==> config.mk <==
export PLATFORM = sky130hd
export DESIGN_NAME = ucbg_usart
export DESIGN_NICKNAME = d
export VERILOG_FILES = /design/src/ucbg_pkg.sv /design/src/ucbg_usart.sv
export VERILOG_INCLUDE_DIRS = /design/src
export SDC_FILE = /design/constraint.sdc
export NUM_CORES = 1
export LEC_CHECK = 0
export BUFFER_PORTS_ARGS = -buffer_cell sky130_fd_sc_hd__buf_4
export CORE_MARGIN = 1.5
export CORE_UTILIZATION = 45
export DETAILED_ROUTE_END_ITERATION = 6
export MAX_ROUTING_LAYER = met4
export PLACE_DENSITY = 0.69
export RECOVER_POWER = 50
export SYNTH_ARGS = -nofsm -noshare
export SYNTH_HDL_FRONTEND = slang
export SYNTH_SLANG_ARGS = --single-unit
export TNS_END_PERCENT = 100
==> constraint.sdc <==
create_clock -name clk -period 3.7 [get_ports clk]
set_input_delay 0 -clock clk [delete_from_list [all_inputs] [get_ports clk]]
set_output_delay 0 -clock clk [all_outputs]
set_load 0.01 [all_outputs]
==> src/ucbg_cfg.svh <==
// constants for the serial transceiver: widths, phases and field encodings
// assumes a single system clock; included by the package and the design file
`ifndef UCBG_CFG_SVH
`define UCBG_CFG_SVH

`define UCBG_DIV_W          12
`define UCBG_DIV_RESET      12'h000
`define UCBG_DATA_W         9
`define UCBG_SIZE_W         3
`define UCBG_SIZE_OFFSET    4'h5
`define UCBG_PHASE_W        4
`define UCBG_PHASE_LAST_N   4'hF
`define UCBG_PHASE_LAST_D   4'h7
`define UCBG_PHASE_MID_N    4'h9
`define UCBG_PHASE_MID_D    4'h5
`define UCBG_PHASE_FIRST    4'h1
`define UCBG_PHASE_ZERO     4'h0
`define UCBG_TX_FIFO_DEPTH  16
`define UCBG_RX_BUF_DEPTH   2

`endif

==> src/ucbg_pkg.sv <==
// shared types of the serial transceiver
// assumes ucbg_cfg.svh sits in the include path
`include "ucbg_cfg.svh"
`default_nettype none

package ucbg_pkg;

  typedef enum logic [1:0] {
    UCBG_ASYNC_NORMAL,
    UCBG_ASYNC_DOUBLE,
    UCBG_SYNC_MASTER,
    UCBG_SYNC_SLAVE
  } ucbg_mode_t;

  // parityMode input encoding: bit 1 enables, bit 0 selects odd
  typedef struct packed {
    logic enable;
    logic odd;
  } ucbg_parity_t;

  typedef enum logic [2:0] {
    UCBG_RX_IDLE,
    UCBG_RX_START,
    UCBG_RX_DATA,
    UCBG_RX_PARITY,
    UCBG_RX_STOP
  } ucbg_rx_state_t;

  typedef enum logic [2:0] {
    UCBG_TX_IDLE,
    UCBG_TX_START,
    UCBG_TX_DATA,
    UCBG_TX_PARITY,
    UCBG_TX_STOP
  } ucbg_tx_state_t;

  typedef struct packed {
    logic [`UCBG_DATA_W-1:0] data;
    logic                    frameErr;
    logic                    parityErr;
  } ucbg_rx_word_t;

endpackage

`default_nettype wire

==> src/ucbg_usart.sv <==
// serial transceiver with baud generator, four clock modes, tx and rx paths
// assumes config ports come from logic on clk; pins are asynchronous to clk
`include "ucbg_cfg.svh"
`default_nettype none

module ucbg_fifo #(
  parameter int WIDTH = 8,
  parameter int DEPTH = 16
) (
  input  wire logic             clk,
  input  wire logic             rst_b,
  input  wire logic             inValid,
  output var  logic             inReady,
  input  wire logic [WIDTH-1:0] inData,
  output var  logic             outValid,
  input  wire logic             outReady,
  output logic      [WIDTH-1:0] outData
);
  localparam int AW = (DEPTH > 1) ? $clog2(DEPTH) : 1;
  localparam logic [AW-1:0] LAST = AW'(DEPTH - 1);
  localparam logic [AW:0]   FULL = (AW + 1)'(DEPTH);

  logic [WIDTH-1:0] mem [DEPTH];
  logic [AW-1:0]    wrPtr_reg;
  logic [AW-1:0]    rdPtr_reg;
  logic [AW:0]      count_reg;
  logic [AW:0]      count_next;
  wire              push = inValid && inReady;
  wire              pop  = outValid && outReady;

  assign count_next = count_reg + (AW + 1)'(push) - (AW + 1)'(pop);
  assign outData    = mem[rdPtr_reg];

  always_ff @(posedge clk) begin
    if (push) begin
      mem[wrPtr_reg] <= inData;
    end
  end

  // ready and valid are registered so both edges of the fifo are clean flops
  always_ff @(posedge clk) begin
    if (!rst_b) begin
      wrPtr_reg <= '0;
      rdPtr_reg <= '0;
      count_reg <= '0;
      inReady   <= 1'b0;
      outValid  <= 1'b0;
    end else begin
      if (push) begin
        wrPtr_reg <= (wrPtr_reg == LAST) ? '0 : wrPtr_reg + 1'b1;
      end
      if (pop) begin
        rdPtr_reg <= (rdPtr_reg == LAST) ? '0 : rdPtr_reg + 1'b1;
      end
      count_reg <= count_next;
      inReady   <= (count_next != FULL);
      outValid  <= (count_next != '0);
    end
  end
endmodule

module ucbg_usart #(
  parameter int TX_FIFO_DEPTH = `UCBG_TX_FIFO_DEPTH
) (
  input  wire logic                        clk,
  input  wire logic                        rst_b,
  input  wire logic                        syncModeSelect,
  input  wire logic                        doubleSpeedSelect,
  input  wire logic                        transferClockPinDirection,
  input  wire logic                        syncClockPolarity,
  input  wire logic [`UCBG_DIV_W-9:0]      baudDivisorHigh,
  input  wire logic [7:0]                  baudDivisorLow,
  input  wire logic                        baudDivisorLowWrite,
  input  wire logic [`UCBG_SIZE_W-1:0]     charSize,
  input  wire logic [1:0]                  parityMode,
  input  wire logic                        twoStopBits,
  input  wire logic                        txEnable,
  input  wire logic                        rxEnable,
  input  wire logic [`UCBG_DATA_W-1:0]     txData,
  input  wire logic                        txValid,
  output var  logic                        txReady,
  output var  ucbg_pkg::ucbg_rx_word_t     rxWord,
  output var  logic                        rxValid,
  input  wire logic                        rxReady,
  output var  logic                        rxOverrun,
  output var  logic                        txCompleteEvent,
  output var  logic                        txBufferEmpty,
  output var  logic                        rxComplete,
  input  wire logic                        serialInPin,
  output var  logic                        serialOutPin,
  input  wire logic                        transferClockPinIn,
  output var  logic                        transferClockPinOut,
  output var  logic                        transferClockPinOe
);
  // ---- mode decode
  ucbg_pkg::ucbg_mode_t   mode;
  ucbg_pkg::ucbg_parity_t parity;
  wire asyncMode = !syncModeSelect;
  wire isMaster  = (mode == ucbg_pkg::UCBG_SYNC_MASTER);
  wire isSlave   = (mode == ucbg_pkg::UCBG_SYNC_SLAVE);
  wire isDouble  = (mode == ucbg_pkg::UCBG_ASYNC_DOUBLE);

  assign mode = asyncMode ? (doubleSpeedSelect ? ucbg_pkg::UCBG_ASYNC_DOUBLE
                                               : ucbg_pkg::UCBG_ASYNC_NORMAL)
                          : (transferClockPinDirection ? ucbg_pkg::UCBG_SYNC_MASTER
                                                       : ucbg_pkg::UCBG_SYNC_SLAVE);
  assign parity = ucbg_pkg::ucbg_parity_t'(parityMode);

  wire [`UCBG_PHASE_W-1:0] phaseLast = isDouble ? `UCBG_PHASE_LAST_D : `UCBG_PHASE_LAST_N;
  wire [`UCBG_PHASE_W-1:0] phaseMid  = isDouble ? `UCBG_PHASE_MID_D : `UCBG_PHASE_MID_N;
  wire [3:0]               dataBits  = 4'(charSize) + `UCBG_SIZE_OFFSET;
  wire [3:0]               lastBit   = dataBits - 4'h1;

  // ---- baud generator
  logic [`UCBG_DIV_W-1:0] baudCnt_reg;
  wire  [`UCBG_DIV_W-1:0] divisor  = {baudDivisorHigh, baudDivisorLow};
  wire                    baudTick = (baudCnt_reg == '0);

  always_ff @(posedge clk) begin
    if (!rst_b) begin
      baudCnt_reg <= `UCBG_DIV_RESET;
    end else if (baudDivisorLowWrite || baudTick) begin
      baudCnt_reg <= divisor;
    end else begin
      baudCnt_reg <= baudCnt_reg - 1'b1;
    end
  end

  // ---- pin synchronisers; the first stage feeds only the second
  logic rxMeta_reg;
  logic rxSync_reg;
  logic xckMeta_reg;
  logic xckSync_reg;
  logic xckDly_reg;

  always_ff @(posedge clk) begin
    if (!rst_b) begin
      rxMeta_reg  <= 1'b1;
      rxSync_reg  <= 1'b1;
      xckMeta_reg <= 1'b0;
      xckSync_reg <= 1'b0;
      xckDly_reg  <= 1'b0;
    end else begin
      rxMeta_reg  <= serialInPin;
      rxSync_reg  <= rxMeta_reg;
      xckMeta_reg <= transferClockPinIn;
      xckSync_reg <= xckMeta_reg;
      xckDly_reg  <= xckSync_reg;
    end
  end

  // ---- transfer clock: master toggles on baud ticks, slave edges detected
  // slave edges lag the pin by two clocks, so the far clock must stay under clk/4
  logic xck_reg;
  wire  slaveRise  = isSlave && xckSync_reg && !xckDly_reg;
  wire  slaveFall  = isSlave && !xckSync_reg && xckDly_reg;
  wire  masterRise = isMaster && baudTick && !xck_reg;
  wire  masterFall = isMaster && baudTick && xck_reg;
  wire  syncRise   = masterRise || slaveRise;
  wire  syncFall   = masterFall || slaveFall;
  wire  txEdge     = syncClockPolarity ? syncFall : syncRise;
  wire  rxEdge     = syncClockPolarity ? syncRise : syncFall;

  always_ff @(posedge clk) begin
    if (!rst_b) begin
      xck_reg             <= 1'b0;
      transferClockPinOut <= 1'b0;
      transferClockPinOe  <= 1'b0;
    end else begin
      xck_reg             <= isMaster ? (xck_reg ^ baudTick) : 1'b0;
      transferClockPinOut <= isMaster ? (xck_reg ^ baudTick) : 1'b0;
      transferClockPinOe  <= isMaster;
    end
  end

  // ---- transmit path: fifo, single write buffer, shifter
  logic [`UCBG_DATA_W-1:0] txFifoData;
  logic                    txFifoValid;
  logic [`UCBG_DATA_W-1:0] txBuf_reg;
  logic                    txBufFull_reg;
  logic                    txBufFull_next;
  logic [`UCBG_DATA_W-1:0] txShift_reg;
  logic [3:0]              txCnt_reg;
  logic                    txPar_reg;
  logic                    txStop2_reg;
  logic [`UCBG_PHASE_W-1:0] txDiv_reg;
  ucbg_pkg::ucbg_tx_state_t txState_reg;

  ucbg_fifo #(
    .WIDTH (`UCBG_DATA_W),
    .DEPTH (TX_FIFO_DEPTH)
  ) txFifo (
    .clk      (clk),
    .rst_b    (rst_b),
    .inValid  (txValid),
    .inReady  (txReady),
    .inData   (txData),
    .outValid (txFifoValid),
    .outReady (!txBufFull_reg),
    .outData  (txFifoData)
  );

  wire txBufLoad = txFifoValid && !txBufFull_reg;
  // async bit clock is baud tick over 16 or 8; sync uses the change edge
  wire txBitTick = asyncMode ? (baudTick && txDiv_reg == phaseLast) : txEdge;
  wire txFrameEnd = (txState_reg == ucbg_pkg::UCBG_TX_STOP) && txBitTick
                    && !(twoStopBits && !txStop2_reg);
  wire txStartNew = txBitTick && txBufFull_reg && txEnable
                    && ((txState_reg == ucbg_pkg::UCBG_TX_IDLE) || txFrameEnd);
  assign txBufFull_next = txBufLoad ? 1'b1 : (txStartNew ? 1'b0 : txBufFull_reg);

  always_ff @(posedge clk) begin
    if (!rst_b) begin
      txDiv_reg <= `UCBG_PHASE_ZERO;
    end else if (!asyncMode || txDiv_reg > phaseLast) begin
      txDiv_reg <= `UCBG_PHASE_ZERO;
    end else if (baudTick) begin
      txDiv_reg <= (txDiv_reg == phaseLast) ? `UCBG_PHASE_ZERO : txDiv_reg + 1'b1;
    end
  end

  always_ff @(posedge clk) begin
    if (!rst_b) begin
      txBuf_reg     <= '0;
      txBufFull_reg <= 1'b0;
      txBufferEmpty <= 1'b0;
    end else begin
      if (txBufLoad) begin
        txBuf_reg <= txFifoData;
      end
      txBufFull_reg <= txBufFull_next;
      txBufferEmpty <= !txBufFull_next;
    end
  end

  always_ff @(posedge clk) begin
    if (!rst_b) begin
      txState_reg     <= ucbg_pkg::UCBG_TX_IDLE;
      txShift_reg     <= '0;
      txCnt_reg       <= 4'h0;
      txPar_reg       <= 1'b0;
      txStop2_reg     <= 1'b0;
      serialOutPin    <= 1'b1;
      txCompleteEvent <= 1'b0;
    end else begin
      txCompleteEvent <= 1'b0;
      if (txStartNew) begin
        // back-to-back: a waiting character starts right after the stop bit
        txState_reg  <= ucbg_pkg::UCBG_TX_START;
        txShift_reg  <= txBuf_reg;
        serialOutPin <= 1'b0;
      end else if (txBitTick) begin
        unique case (txState_reg)
          ucbg_pkg::UCBG_TX_IDLE: begin
            serialOutPin <= 1'b1;
          end
          ucbg_pkg::UCBG_TX_START: begin
            serialOutPin <= txShift_reg[0];
            txPar_reg    <= txShift_reg[0];
            txShift_reg  <= txShift_reg >> 1;
            txCnt_reg    <= 4'h0;
            txState_reg  <= ucbg_pkg::UCBG_TX_DATA;
          end
          ucbg_pkg::UCBG_TX_DATA: begin
            if (txCnt_reg == lastBit) begin
              txStop2_reg <= 1'b0;
              if (parity.enable) begin
                serialOutPin <= txPar_reg ^ parity.odd;
                txState_reg  <= ucbg_pkg::UCBG_TX_PARITY;
              end else begin
                serialOutPin <= 1'b1;
                txState_reg  <= ucbg_pkg::UCBG_TX_STOP;
              end
            end else begin
              serialOutPin <= txShift_reg[0];
              txPar_reg    <= txPar_reg ^ txShift_reg[0];
              txShift_reg  <= txShift_reg >> 1;
              txCnt_reg    <= txCnt_reg + 4'h1;
            end
          end
          ucbg_pkg::UCBG_TX_PARITY: begin
            serialOutPin <= 1'b1;
            txState_reg  <= ucbg_pkg::UCBG_TX_STOP;
          end
          ucbg_pkg::UCBG_TX_STOP: begin
            if (twoStopBits && !txStop2_reg) begin
              txStop2_reg <= 1'b1;
            end else begin
              serialOutPin    <= 1'b1;
              txState_reg     <= ucbg_pkg::UCBG_TX_IDLE;
              txCompleteEvent <= 1'b1;
            end
          end
        endcase
      end
    end
  end

  // ---- receive path: recovery, shifter, two-entry buffer
  logic [2:0]               rxHist_reg;
  logic [`UCBG_PHASE_W-1:0] rxPhase_reg;
  logic [`UCBG_DATA_W-1:0]  rxShift_reg;
  logic [3:0]               rxCnt_reg;
  logic                     rxPar_reg;
  logic                     rxParErr_reg;
  logic                     rxInReady;
  ucbg_pkg::ucbg_rx_state_t rxState_reg;
  ucbg_pkg::ucbg_rx_word_t  rxPushWord;

  // three samples around mid-bit voted, a cheap low-pass against glitches
  wire [2:0] rxHistNext = {rxHist_reg[1:0], rxSync_reg};
  wire       rxVote     = (rxHistNext[0] & rxHistNext[1]) | (rxHistNext[1] & rxHistNext[2])
                          | (rxHistNext[0] & rxHistNext[2]);
  wire       rxStrobe   = asyncMode ? (baudTick && rxPhase_reg == phaseMid) : rxEdge;
  wire       rxBit      = asyncMode ? rxVote : rxSync_reg;
  wire       rxStartDet = (asyncMode ? baudTick : rxEdge) && !rxSync_reg;
  wire       rxPush     = (rxState_reg == ucbg_pkg::UCBG_RX_STOP) && rxStrobe;
  wire [3:0] rxAlign    = 4'(`UCBG_DATA_W) - dataBits;

  assign rxPushWord.data      = rxShift_reg >> rxAlign;
  assign rxPushWord.frameErr  = !rxBit;
  assign rxPushWord.parityErr = rxParErr_reg;

  ucbg_fifo #(
    .WIDTH ($bits(ucbg_pkg::ucbg_rx_word_t)),
    .DEPTH (`UCBG_RX_BUF_DEPTH)
  ) rxBuf (
    .clk      (clk),
    .rst_b    (rst_b),
    .inValid  (rxPush),
    .inReady  (rxInReady),
    .inData   (rxPushWord),
    .outValid (rxValid),
    .outReady (rxReady),
    .outData  (rxWord)
  );

  always_ff @(posedge clk) begin
    if (!rst_b) begin
      rxOverrun  <= 1'b0;
      rxComplete <= 1'b0;
    end else begin
      // a drop in the same cycle as a read keeps the flag set
      rxOverrun  <= (rxPush && !rxInReady) || (rxOverrun && !(rxValid && rxReady));
      rxComplete <= rxValid;
    end
  end

  always_ff @(posedge clk) begin
    if (!rst_b) begin
      rxHist_reg  <= 3'h7;
      rxPhase_reg <= `UCBG_PHASE_ZERO;
    end else begin
      if (baudTick) begin
        rxHist_reg <= rxHistNext;
      end
      if (rxState_reg == ucbg_pkg::UCBG_RX_IDLE) begin
        rxPhase_reg <= `UCBG_PHASE_FIRST;
      end else if (baudTick) begin
        rxPhase_reg <= (rxPhase_reg >= phaseLast) ? `UCBG_PHASE_ZERO : rxPhase_reg + 1'b1;
      end
    end
  end

  // independent of the transmit state machine, so both directions run at once
  always_ff @(posedge clk) begin
    if (!rst_b) begin
      rxState_reg  <= ucbg_pkg::UCBG_RX_IDLE;
      rxShift_reg  <= '0;
      rxCnt_reg    <= 4'h0;
      rxPar_reg    <= 1'b0;
      rxParErr_reg <= 1'b0;
    end else if (!rxEnable) begin
      rxState_reg <= ucbg_pkg::UCBG_RX_IDLE;
    end else begin
      unique case (rxState_reg)
        ucbg_pkg::UCBG_RX_IDLE: begin
          if (rxStartDet) begin
            rxCnt_reg    <= 4'h0;
            rxPar_reg    <= 1'b0;
            rxParErr_reg <= 1'b0;
            rxState_reg  <= asyncMode ? ucbg_pkg::UCBG_RX_START : ucbg_pkg::UCBG_RX_DATA;
          end
        end
        ucbg_pkg::UCBG_RX_START: begin
          if (rxStrobe) begin
            rxState_reg <= rxBit ? ucbg_pkg::UCBG_RX_IDLE : ucbg_pkg::UCBG_RX_DATA;
          end
        end
        ucbg_pkg::UCBG_RX_DATA: begin
          if (rxStrobe) begin
            rxShift_reg <= {rxBit, rxShift_reg[`UCBG_DATA_W-1:1]};
            rxPar_reg   <= rxPar_reg ^ rxBit;
            rxCnt_reg   <= rxCnt_reg + 4'h1;
            if (rxCnt_reg == lastBit) begin
              rxState_reg <= parity.enable ? ucbg_pkg::UCBG_RX_PARITY : ucbg_pkg::UCBG_RX_STOP;
            end
          end
        end
        ucbg_pkg::UCBG_RX_PARITY: begin
          if (rxStrobe) begin
            rxParErr_reg <= rxPar_reg ^ rxBit ^ parity.odd;
            rxState_reg  <= ucbg_pkg::UCBG_RX_STOP;
          end
        end
        ucbg_pkg::UCBG_RX_STOP: begin
          // second stop bit is not checked; the line returns to idle hunting
          if (rxStrobe) begin
            rxState_reg <= ucbg_pkg::UCBG_RX_IDLE;
          end
        end
      endcase
    end
  end
endmodule

`default_nettype wire

==> results of run 1 <==
-- power breakdown --
| part | internal (mW) | total [mW] | switching (mW) |
|---|---|---|---|
| clock network | 1.65 | 2.82 | 1.16 |
| logic | 0.633 | 1.30 | 0.670 |
| registers | 3.33 | 3.42 | 0.0940 |
| total | 5.62 | 7.54 | 1.93 |
-- per-stage QoR --
| stage | setup slack [ns] | cells |
|---|---|---|
| after floorplan | 0.687 | 914 |
| after global placement | 0.731 | 1270 |
| after detailed placement | 0.675 | 1270 |
| after CTS | 0.677 | 1365 |
| after global routing | 0.291 | 1365 |
| final | 0.614 | 1365 |
-- layout by cell type, fill, tap and decap left out, types with 14 or more instances in the layout --
cell type | Yosys | routed
o21ai_0 | 21 | 21
dfxtp_1 | 102 | 101
mux4_2 | 48 | 48
a21oi_1 | 54 | 54
dlygate4sd3_1 | 0 | 43
xnor2_1 | 21 | 21
inv_1 | 32 | 31
nand2b_1 | 17 | 17
clkbuf_1 | 36 | 40
clkbuf_16 | 0 | 29
edfxtp_1 | 166 | 166
nor3_1 | 26 | 24
mux2_2 | 17 | 16
ha_1 | 26 | 26
nand2_1 | 82 | 82
xor2_1 | 14 | 14
nor2_1 | 82 | 82
buf_4 | 0 | 33
nand3_1 | 18 | 18
-- synthesized netlist by cell type, drive strengths merged, types with 3 or more instances --
library cell	number	share of area
nand4	4	0.0021
xor2	14	0.010
nor3b	5	0.0032
dfxtp	102	0.17
edfxtp	166	0.43
or4	4	0.0029
a311oi	3	0.0022
nor2	83	0.027
o21a	10	0.0064
a31oi	4	0.0021
mux4	48	0.092
o41ai	3	0.0022
nor3	26	0.011
o2111ai	5	0.0043
nand2	82	0.026
and2	13	0.0069
inv	32	0.010
nand2b	17	0.0091
nor2b	7	0.0037
ha	26	0.028
mux2i	10	0.0085
a21boi	4	0.0026
o221a	8	0.0077
buf	7	0.0025
xnor2	21	0.016
o21ai	22	0.0094
nor4	3	0.0029
a21oi	54	0.023
or2	3	0.0016
and3	5	0.0027
nand3	18	0.0077
clkbuf	36	0.012
o211ai	3	0.0019
mux2	17	0.016
a211oi	10	0.0064
nand3b	5	0.0032
or3	5	0.0027
o221ai	3	0.0022
-- how the worst min path moves through the flow --
stage                              from               end  slack, ns  depth (start not counted)
floorplan                     txData[0]  txFifo.mem[0][0]        0.1                          0
global placement            serialInPin        rxMeta_reg       0.21                          2
detailed placement          serialInPin        rxMeta_reg       0.19                          2
CTS                 baudDivisorLowWrite    baudCnt_reg[6]      0.005                          5
global route        baudDivisorLowWrite    baudCnt_reg[9]       0.02                          5
finish              baudDivisorLowWrite    baudCnt_reg[6]     -0.006                          5
-- final cells by class --
cell class / count / area (um^2) / area share
clock buffer: 35 / 748 / 0.0544
clock inverter: 17 / 191 / 0.0139
inverter: 32 / 120 / 0.00874
multi-input combinational: 571 / 4410 / 0.321
sequential: 268 / 7030 / 0.511
tap: 330 / 413 / 0.0300
timing repair buffer: 112 / 831 / 0.0604
-- cell families after synthesis --
kind of cell             after synthesis  share of synthesized area
AO/OA/AOI/OAI                        149                     0.0854
XOR/XNOR                              35                     0.0262
multiplexers                          75                      0.117
buffers and inverters                 75                     0.0243
flip-flops                           268                      0.600
AND/OR/NAND/NOR                      285                      0.117
adder cells (fa/ha/maj)               27                     0.0295
-- per-layer routing --
layer,GRT usage,share of wire,up-vias
met3,0.0250,0.035,38
met4,0.0372,0.017,0
li1,-,-,3613
met1,0.238,0.45,3638
met5,-,0,-
met2,0.314,0.50,133
-- worst register-to-register path, stage by stage, from the launching register on --
cell and delay, ns:
dfxtp_1 0.35, or4_4 0.58, nor4_4 0.33, nor2_2 0.12, nor4b_2 0.47, ha_1 0.25
xor2_1 0.20, xnor2_1 0.18, nor2_1 0.07, or2_2 0.32
==> key figures, run 1 <==
Outcome
  – Outcome: finished with violations
  – Failing checks: hold timing, capacitance limit, slew limit

Logic synthesis
  – Mapped Area: 11700 um^2
  – Avg Cell Area, Syn: ~13 um^2
  – Register bit total from synthesis: 268
  – Synth Instances: 914
  – Ys async rst share: 0
  – Predominant post-synthesis flop cell: edfxtp_1
  – Post-synth cell types: 64
  – Synthesized net count: 981
  – Yosys warnings: 0
  – Sequential area share after synthesis: 0.600
  – Number of enable flip-flop cells after synthesis: 166

Routing
  – # DRC: 0
  – Routed Antenna Nets: 0
  – Avg WL per Cell: 17.3 um
  – Vias per std cell: about 5.4
  – DR pass1 iterations: 4
  – Vias: 7422
  – Post-Route WL: 23600 um
  – Initial DRC count: 559

Timing
  – Final Setup Violations: 0
  – Worst hold margin: -0.00604 ns
  – RSZ-0062 raised after global routing: false
  – Slew Limit Fails: between 40 and 50
  – F_max: ~0.32 GHz
  – Fin. Hold Viols: 1
  – Worst Skew: 0.0163 ns
  – Relative slew margins: -0.350
  – Final Cycle Share: 0.834
  – Setup Total Neg Slack: 0 ns
  – Worst slew pin tran: ~2.0 ns
  – Minimum clock period: 3.09 ns

Clocking
  – PostCTS Resize Cnt: 0
  – Clock edge transition at the registers on the reported setup and hold paths: 0.07 ns
  – Hold_buf cts: 43
  – Clock root cell: clkbuf_16
  – Inserted Clock Buffers: 28
  – CTS sink cnt: around 270
  – Clock buffer depth: 3
  – TritonCTS clock tree: done
  – H-tree depth: 1
  – # Post-CTS Setup Buffers: 0
  – Skew-Pair Late Insertion Delay: approximately 0.55 ns

Critical path
  – Worst Path Max Fanout: 41
  – Buf/Inv on CP: 4
  – CP Cell Sequence: dlygate4sd3_1, clkbuf_1, inv_2, clkbuf_2, o21ai_0
  – Crit path from: rst_b
  – CP peak stage delay: approximately 1.4 ns
  – Crit Path Class: in -> reg
  – R2r setup slk: 0.71 ns
  – WP data required: 4.17 ns
  – Worst endpoint data arrival time: 3.56 ns
  – Worst Setup End Kind: flip-flop
  – FF-to-FF End: rxBuf.outValid
  – Crit path depth: 5
  – Reg2Reg Depth: 9
  – Worst Setup EP: txFifo.inReady
  – Family with the most delay on the worst path: buffers and inverters
  – Startpoint Class: input port
  – Reg-to-Reg Start: baudCnt_reg[6]
  – Slowest cell on crit path: clkbuf_1

Die
  – Floorplan row count: 58
  – Die Area: 27000 um^2
  – Core ar.: 25300 um^2
  – Die H: around 160 um
  – I/O pin count: 60
  – Initial Utilization: 0.462
  – Chip Width: 164 um

Place
  – Routability cong.: 0.855
  – Post-DP HPWL: around 16000 um
  – IO Port Bufs: 59
  – Post-DP Area: approximately 13000 um^2

Cells and area
  – Nets@finish: 1080
  – Max reg flops: 144
  – Final instance area: 13700 um^2
  – Finished Core Util: 0.543
  – N_diodes: 0
  – Area Growth Syn to Fin: 17.4%
  – Share of layout cells above drive strength 1: 0.157
  – # fillers: 2092

Power
  – Total design power: 7.54 mW
  – Leakage power: 4.76 nW
  – Peak VDD IR: 449 uV
  – Power Density: approximately 550 nW/um^2

Job
  – MaxCap Viol Count: 1

GRT
  – Initial antenna violation count: 0
  – Remaining Overflow, GRT: 0
  – Total track usage: 0.185
  – First-pass GRT wire length: 38300 um
  – Vias in the first global route: 7414
  – Largest net degree at the start of global routing: 42

Hold path
  – Worst hold path class: in -> reg
Note: power is estimated with default switching activity, not from simulation.
==> run 2, diff against run 1 <==
--- a/config.mk
+++ b/config.mk
@@ -6,6 +6,7 @@
 export SDC_FILE = /design/constraint.sdc
 export NUM_CORES = 1
 export LEC_CHECK = 0
+export ABC_AREA = 1
 export BUFFER_PORTS_ARGS = -buffer_cell sky130_fd_sc_hd__buf_4
 export CORE_MARGIN = 1.5
 export CORE_UTILIZATION = 45
==> constraint.sdc (replaced) <==
create_clock -name clk -period 3.1 [get_ports clk]
set_input_delay 0 -clock clk [delete_from_list [all_inputs] [get_ports clk]]
set_output_delay 0 -clock clk [all_outputs]
set_load 0.01 [all_outputs]
==> run 2 against run 1 <==
  * The flow now finishes without violations
  * Hold slack improved by 0.025 ns
  * Die area increased by 1.4%
  * Highest routed layer unchanged
  * Utilization fell by 0.17 points
  * Sequential power up 20%
  * Worst setup slack got worse by 0.24 ns
  * Critical endpoint is now baudCnt_reg[4]
  * Count of clock-buffer cells in the layout up 3
  * Largest power group unchanged
  * Sequential share of layout area down 1.1 points
==> key figures, run 2 <==
Cells and area
  – Area Growth Syn to Fin: 18.4%
  – Sequential Area: 7030 um^2
  – # fillers: 2278
  – Max reg flops: 144
  – Most frequent cells in the layout: nor2_1 (192), nand2_1 (167), edfxtp_1 (166)
  – Share of layout cells above drive strength 1: 0.111
  – Area occupied by multi-input gates: 4210 um^2
  – N_diodes: 0
  – Nets@finish: 1401
  – Final instance area: 14100 um^2
  – Finished Core Util: 0.541
  – Leading cell type in the layout, fill and taps excluded: nor2_1

Logic synthesis
  – Largest area contributor in the synthesized netlist: edfxtp_1
  – Mapped Area: 11900 um^2
  – Area contributors post-synth: edfxtp_1 (42%), dfxtp_1 (17%), nor2_1 (6.1%)
  – Share of the synthesized area in the top cell type: 0.420
  – Ys async rst share: 0
  – Synthesized net count: 1287
  – Predominant post-synthesis flop cell: edfxtp_1
  – Post-synth cell types: 49
  – Yosys warnings: 0
  – Sequential area share after synthesis: 0.592
  – Register bit total from synthesis: 268
  – Synth Instances: 1220
  – Most frequent cell after synthesis: nor2_1
  – Number of enable flip-flop cells after synthesis: around 170
  – Most frequent cells after synthesis: nor2_1 (192), nand2_1 (167), edfxtp_1 (166)
  – Avg Cell Area, Syn: 9.73 um^2

Clocking
  – Clock edge transition at the registers on the reported setup and hold paths: around 0.060 ns
  – H-tree depth: 1
  – Skew-Pair Late Insertion Delay: 0.54 ns
  – PostCTS Resize Cnt: 0
  – TritonCTS clock tree: done
  – Inserted Clock Buffers: 29
  – CTS sink cnt: 268
  – Clock buffer depth: 3
  – Clock root cell: clkbuf_16

GRT
  – First-pass GRT wire length: 42000 um
  – Total track usage: 0.202
  – Vias in the first global route: 8441
  – Largest net degree at the start of global routing: 76
  – Remaining Overflow, GRT: 0
  – Initial antenna violation count: 0

Routing
  – Vias: between 8000 and 9000
  – Avg WL per Cell: ~16 um
  – Vias per std cell: 5.17
  – DR pass1 iterations: 5
  – # DRC: 0
  – Routed Antenna Nets: 0
  – Post-Route WL: about 26000 um
  – Initial DRC count: 566

Critical path
  – WP data required: around 3.5 ns
  – Reg2Reg Depth: 17
  – Crit Path Class: in -> reg
  – Worst endpoint data arrival time: 3.15 ns
  – Startpoint Class: input port
  – Worst Path Max Fanout: 64
  – Worst Setup End Kind: flip-flop

Place
  – Post-DP HPWL: 16800 um
  – Post-DP Area: 12700 um^2
  – Routability cong.: 0.869
  – IO Port Bufs: 59

Timing
  – Relative slew margins: 0.0167
  – F_max: 0.367 GHz
  – Fin. Hold Viols: 0
  – Worst slew pin tran: 1.48 ns
  – Worst Skew: 0.0137 ns
  – Setup Total Neg Slack: 0 ns
  – Worst hold margin: between 0.015 and 0.02 ns
  – Slew Limit Fails: 0
  – RSZ-0062 raised after global routing: false
  – Final Cycle Share: 0.880
  – Final Setup Violations: 0
  – Minimum clock period: 2.73 ns

Hold path
  – WHS Path Cells: 5
  – Worst hold path class: in -> reg

Die
  – I/O pin count: 60
  – Die H: 165 um
  – Floorplan row count: 59
  – Die Area: ~27000 um^2
  – Core ar.: 26000 um^2
  – Chip Width: about 170 um
  – Initial Utilization: 0.457

Job
  – MaxCap Viol Count: 0

Power
  – Power Density: about 670 nW/um^2
  – Peak VDD IR: 536 uV
  – Leakage power: between 5 and 6 nW
  – Total design power: approximately 9.4 mW

Outcome
  – Outcome: complete, no violations
## run 2: cell count changes in the layout (fill, tap and decap cells not counted), sizes merged, moves of 22 or more
| cell | before | now |
|---|---|---|
| buf | 34 | 56 |
| inv | 33 | 117 |
| mux4 | 48 | 0 |
| nand2 | 82 | 179 |
| nand3 | 18 | 48 |
| nor2 | 83 | 202 |
| o21ai | 22 | 143 |
## run 2: worst paths after layout
path,start,endpoint,slack (ns)
hold / removal,txEnable,txBufferEmpty,0.02
setup / recovery,rst_b,baudCnt_reg[4],0.37
setup reg to reg,baudCnt_reg[0],rxBuf.outValid,0.41
hold reg to reg,rxMeta_reg,rxSync_reg,0.42
## run 2: critical path: stages
cell and delay (ns):
dlygate4sd3_1 0.54, clkbuf_2 0.69, clkinv_1 0.15, clkbuf_1 1.09
a21oi_1 0.04, dlygate4sd3_1 0.62
## run 2: area by class of cell
class,count,share of cell area
Timing Repair Buffer,130,0.0702
Multi-Input combinational cell,786,0.299
Inverter,119,0.0318
Sequential cell,268,0.500
Clock buffer,38,0.0570
Tap cell,335,0.0298
Clock inverter,16,0.0118
## run 2: metal layers
metal / global-route usage / vias to the layer above / wire (um)
met5: - / - / 0
met4: 0.0487 / 0 / 501
met3: 0.0312 / 39 / 1190
met2: 0.350 / 187 / 13000
met1: 0.247 / 4118 / 11800
li1: - / 4401 / -
## run 2: cells by family after synthesis
group | share of synthesized area
AO/OA/AOI/OAI | 0.129
flip-flops | 0.592
adder cells (fa/ha/maj) | 0.0291
multiplexers | 0.0113
buffers and inverters | 0.0537
AND/OR/NAND/NOR | 0.163
XOR/XNOR | 0.0221
## run 2: where the power goes
part	total [mW]	switching (mW)	internal, mW	leakage, nW
clock network	3.46	1.38	2.07	0.464
logic	1.81	1.16	0.645	2.46
registers	4.12	0.122	4.00	2.33
total	9.39	2.67	6.72	5.26
## run 2: what timing repair did
| item | 4_1_cts | 5_1_grt |
|---|---|---|
| setup endpoints to repair | 0 | 0 |
| setup buffers | 0 | 0 |
| hold endpoints to repair | 181 | 0 |
| hold buffers | 46 | 0 |
## run 2: through the flow
step / setup WS [ns] / cells
3_5_place_dp: 0.444 / 1592
2_1_floorplan: 0.730 / 1220
4_1_cts: 0.421 / 1692
5_1_grt: 0.0739 / 1692
6_report: 0.373 / 1692
3_3_place_gp: 0.536 / 1592
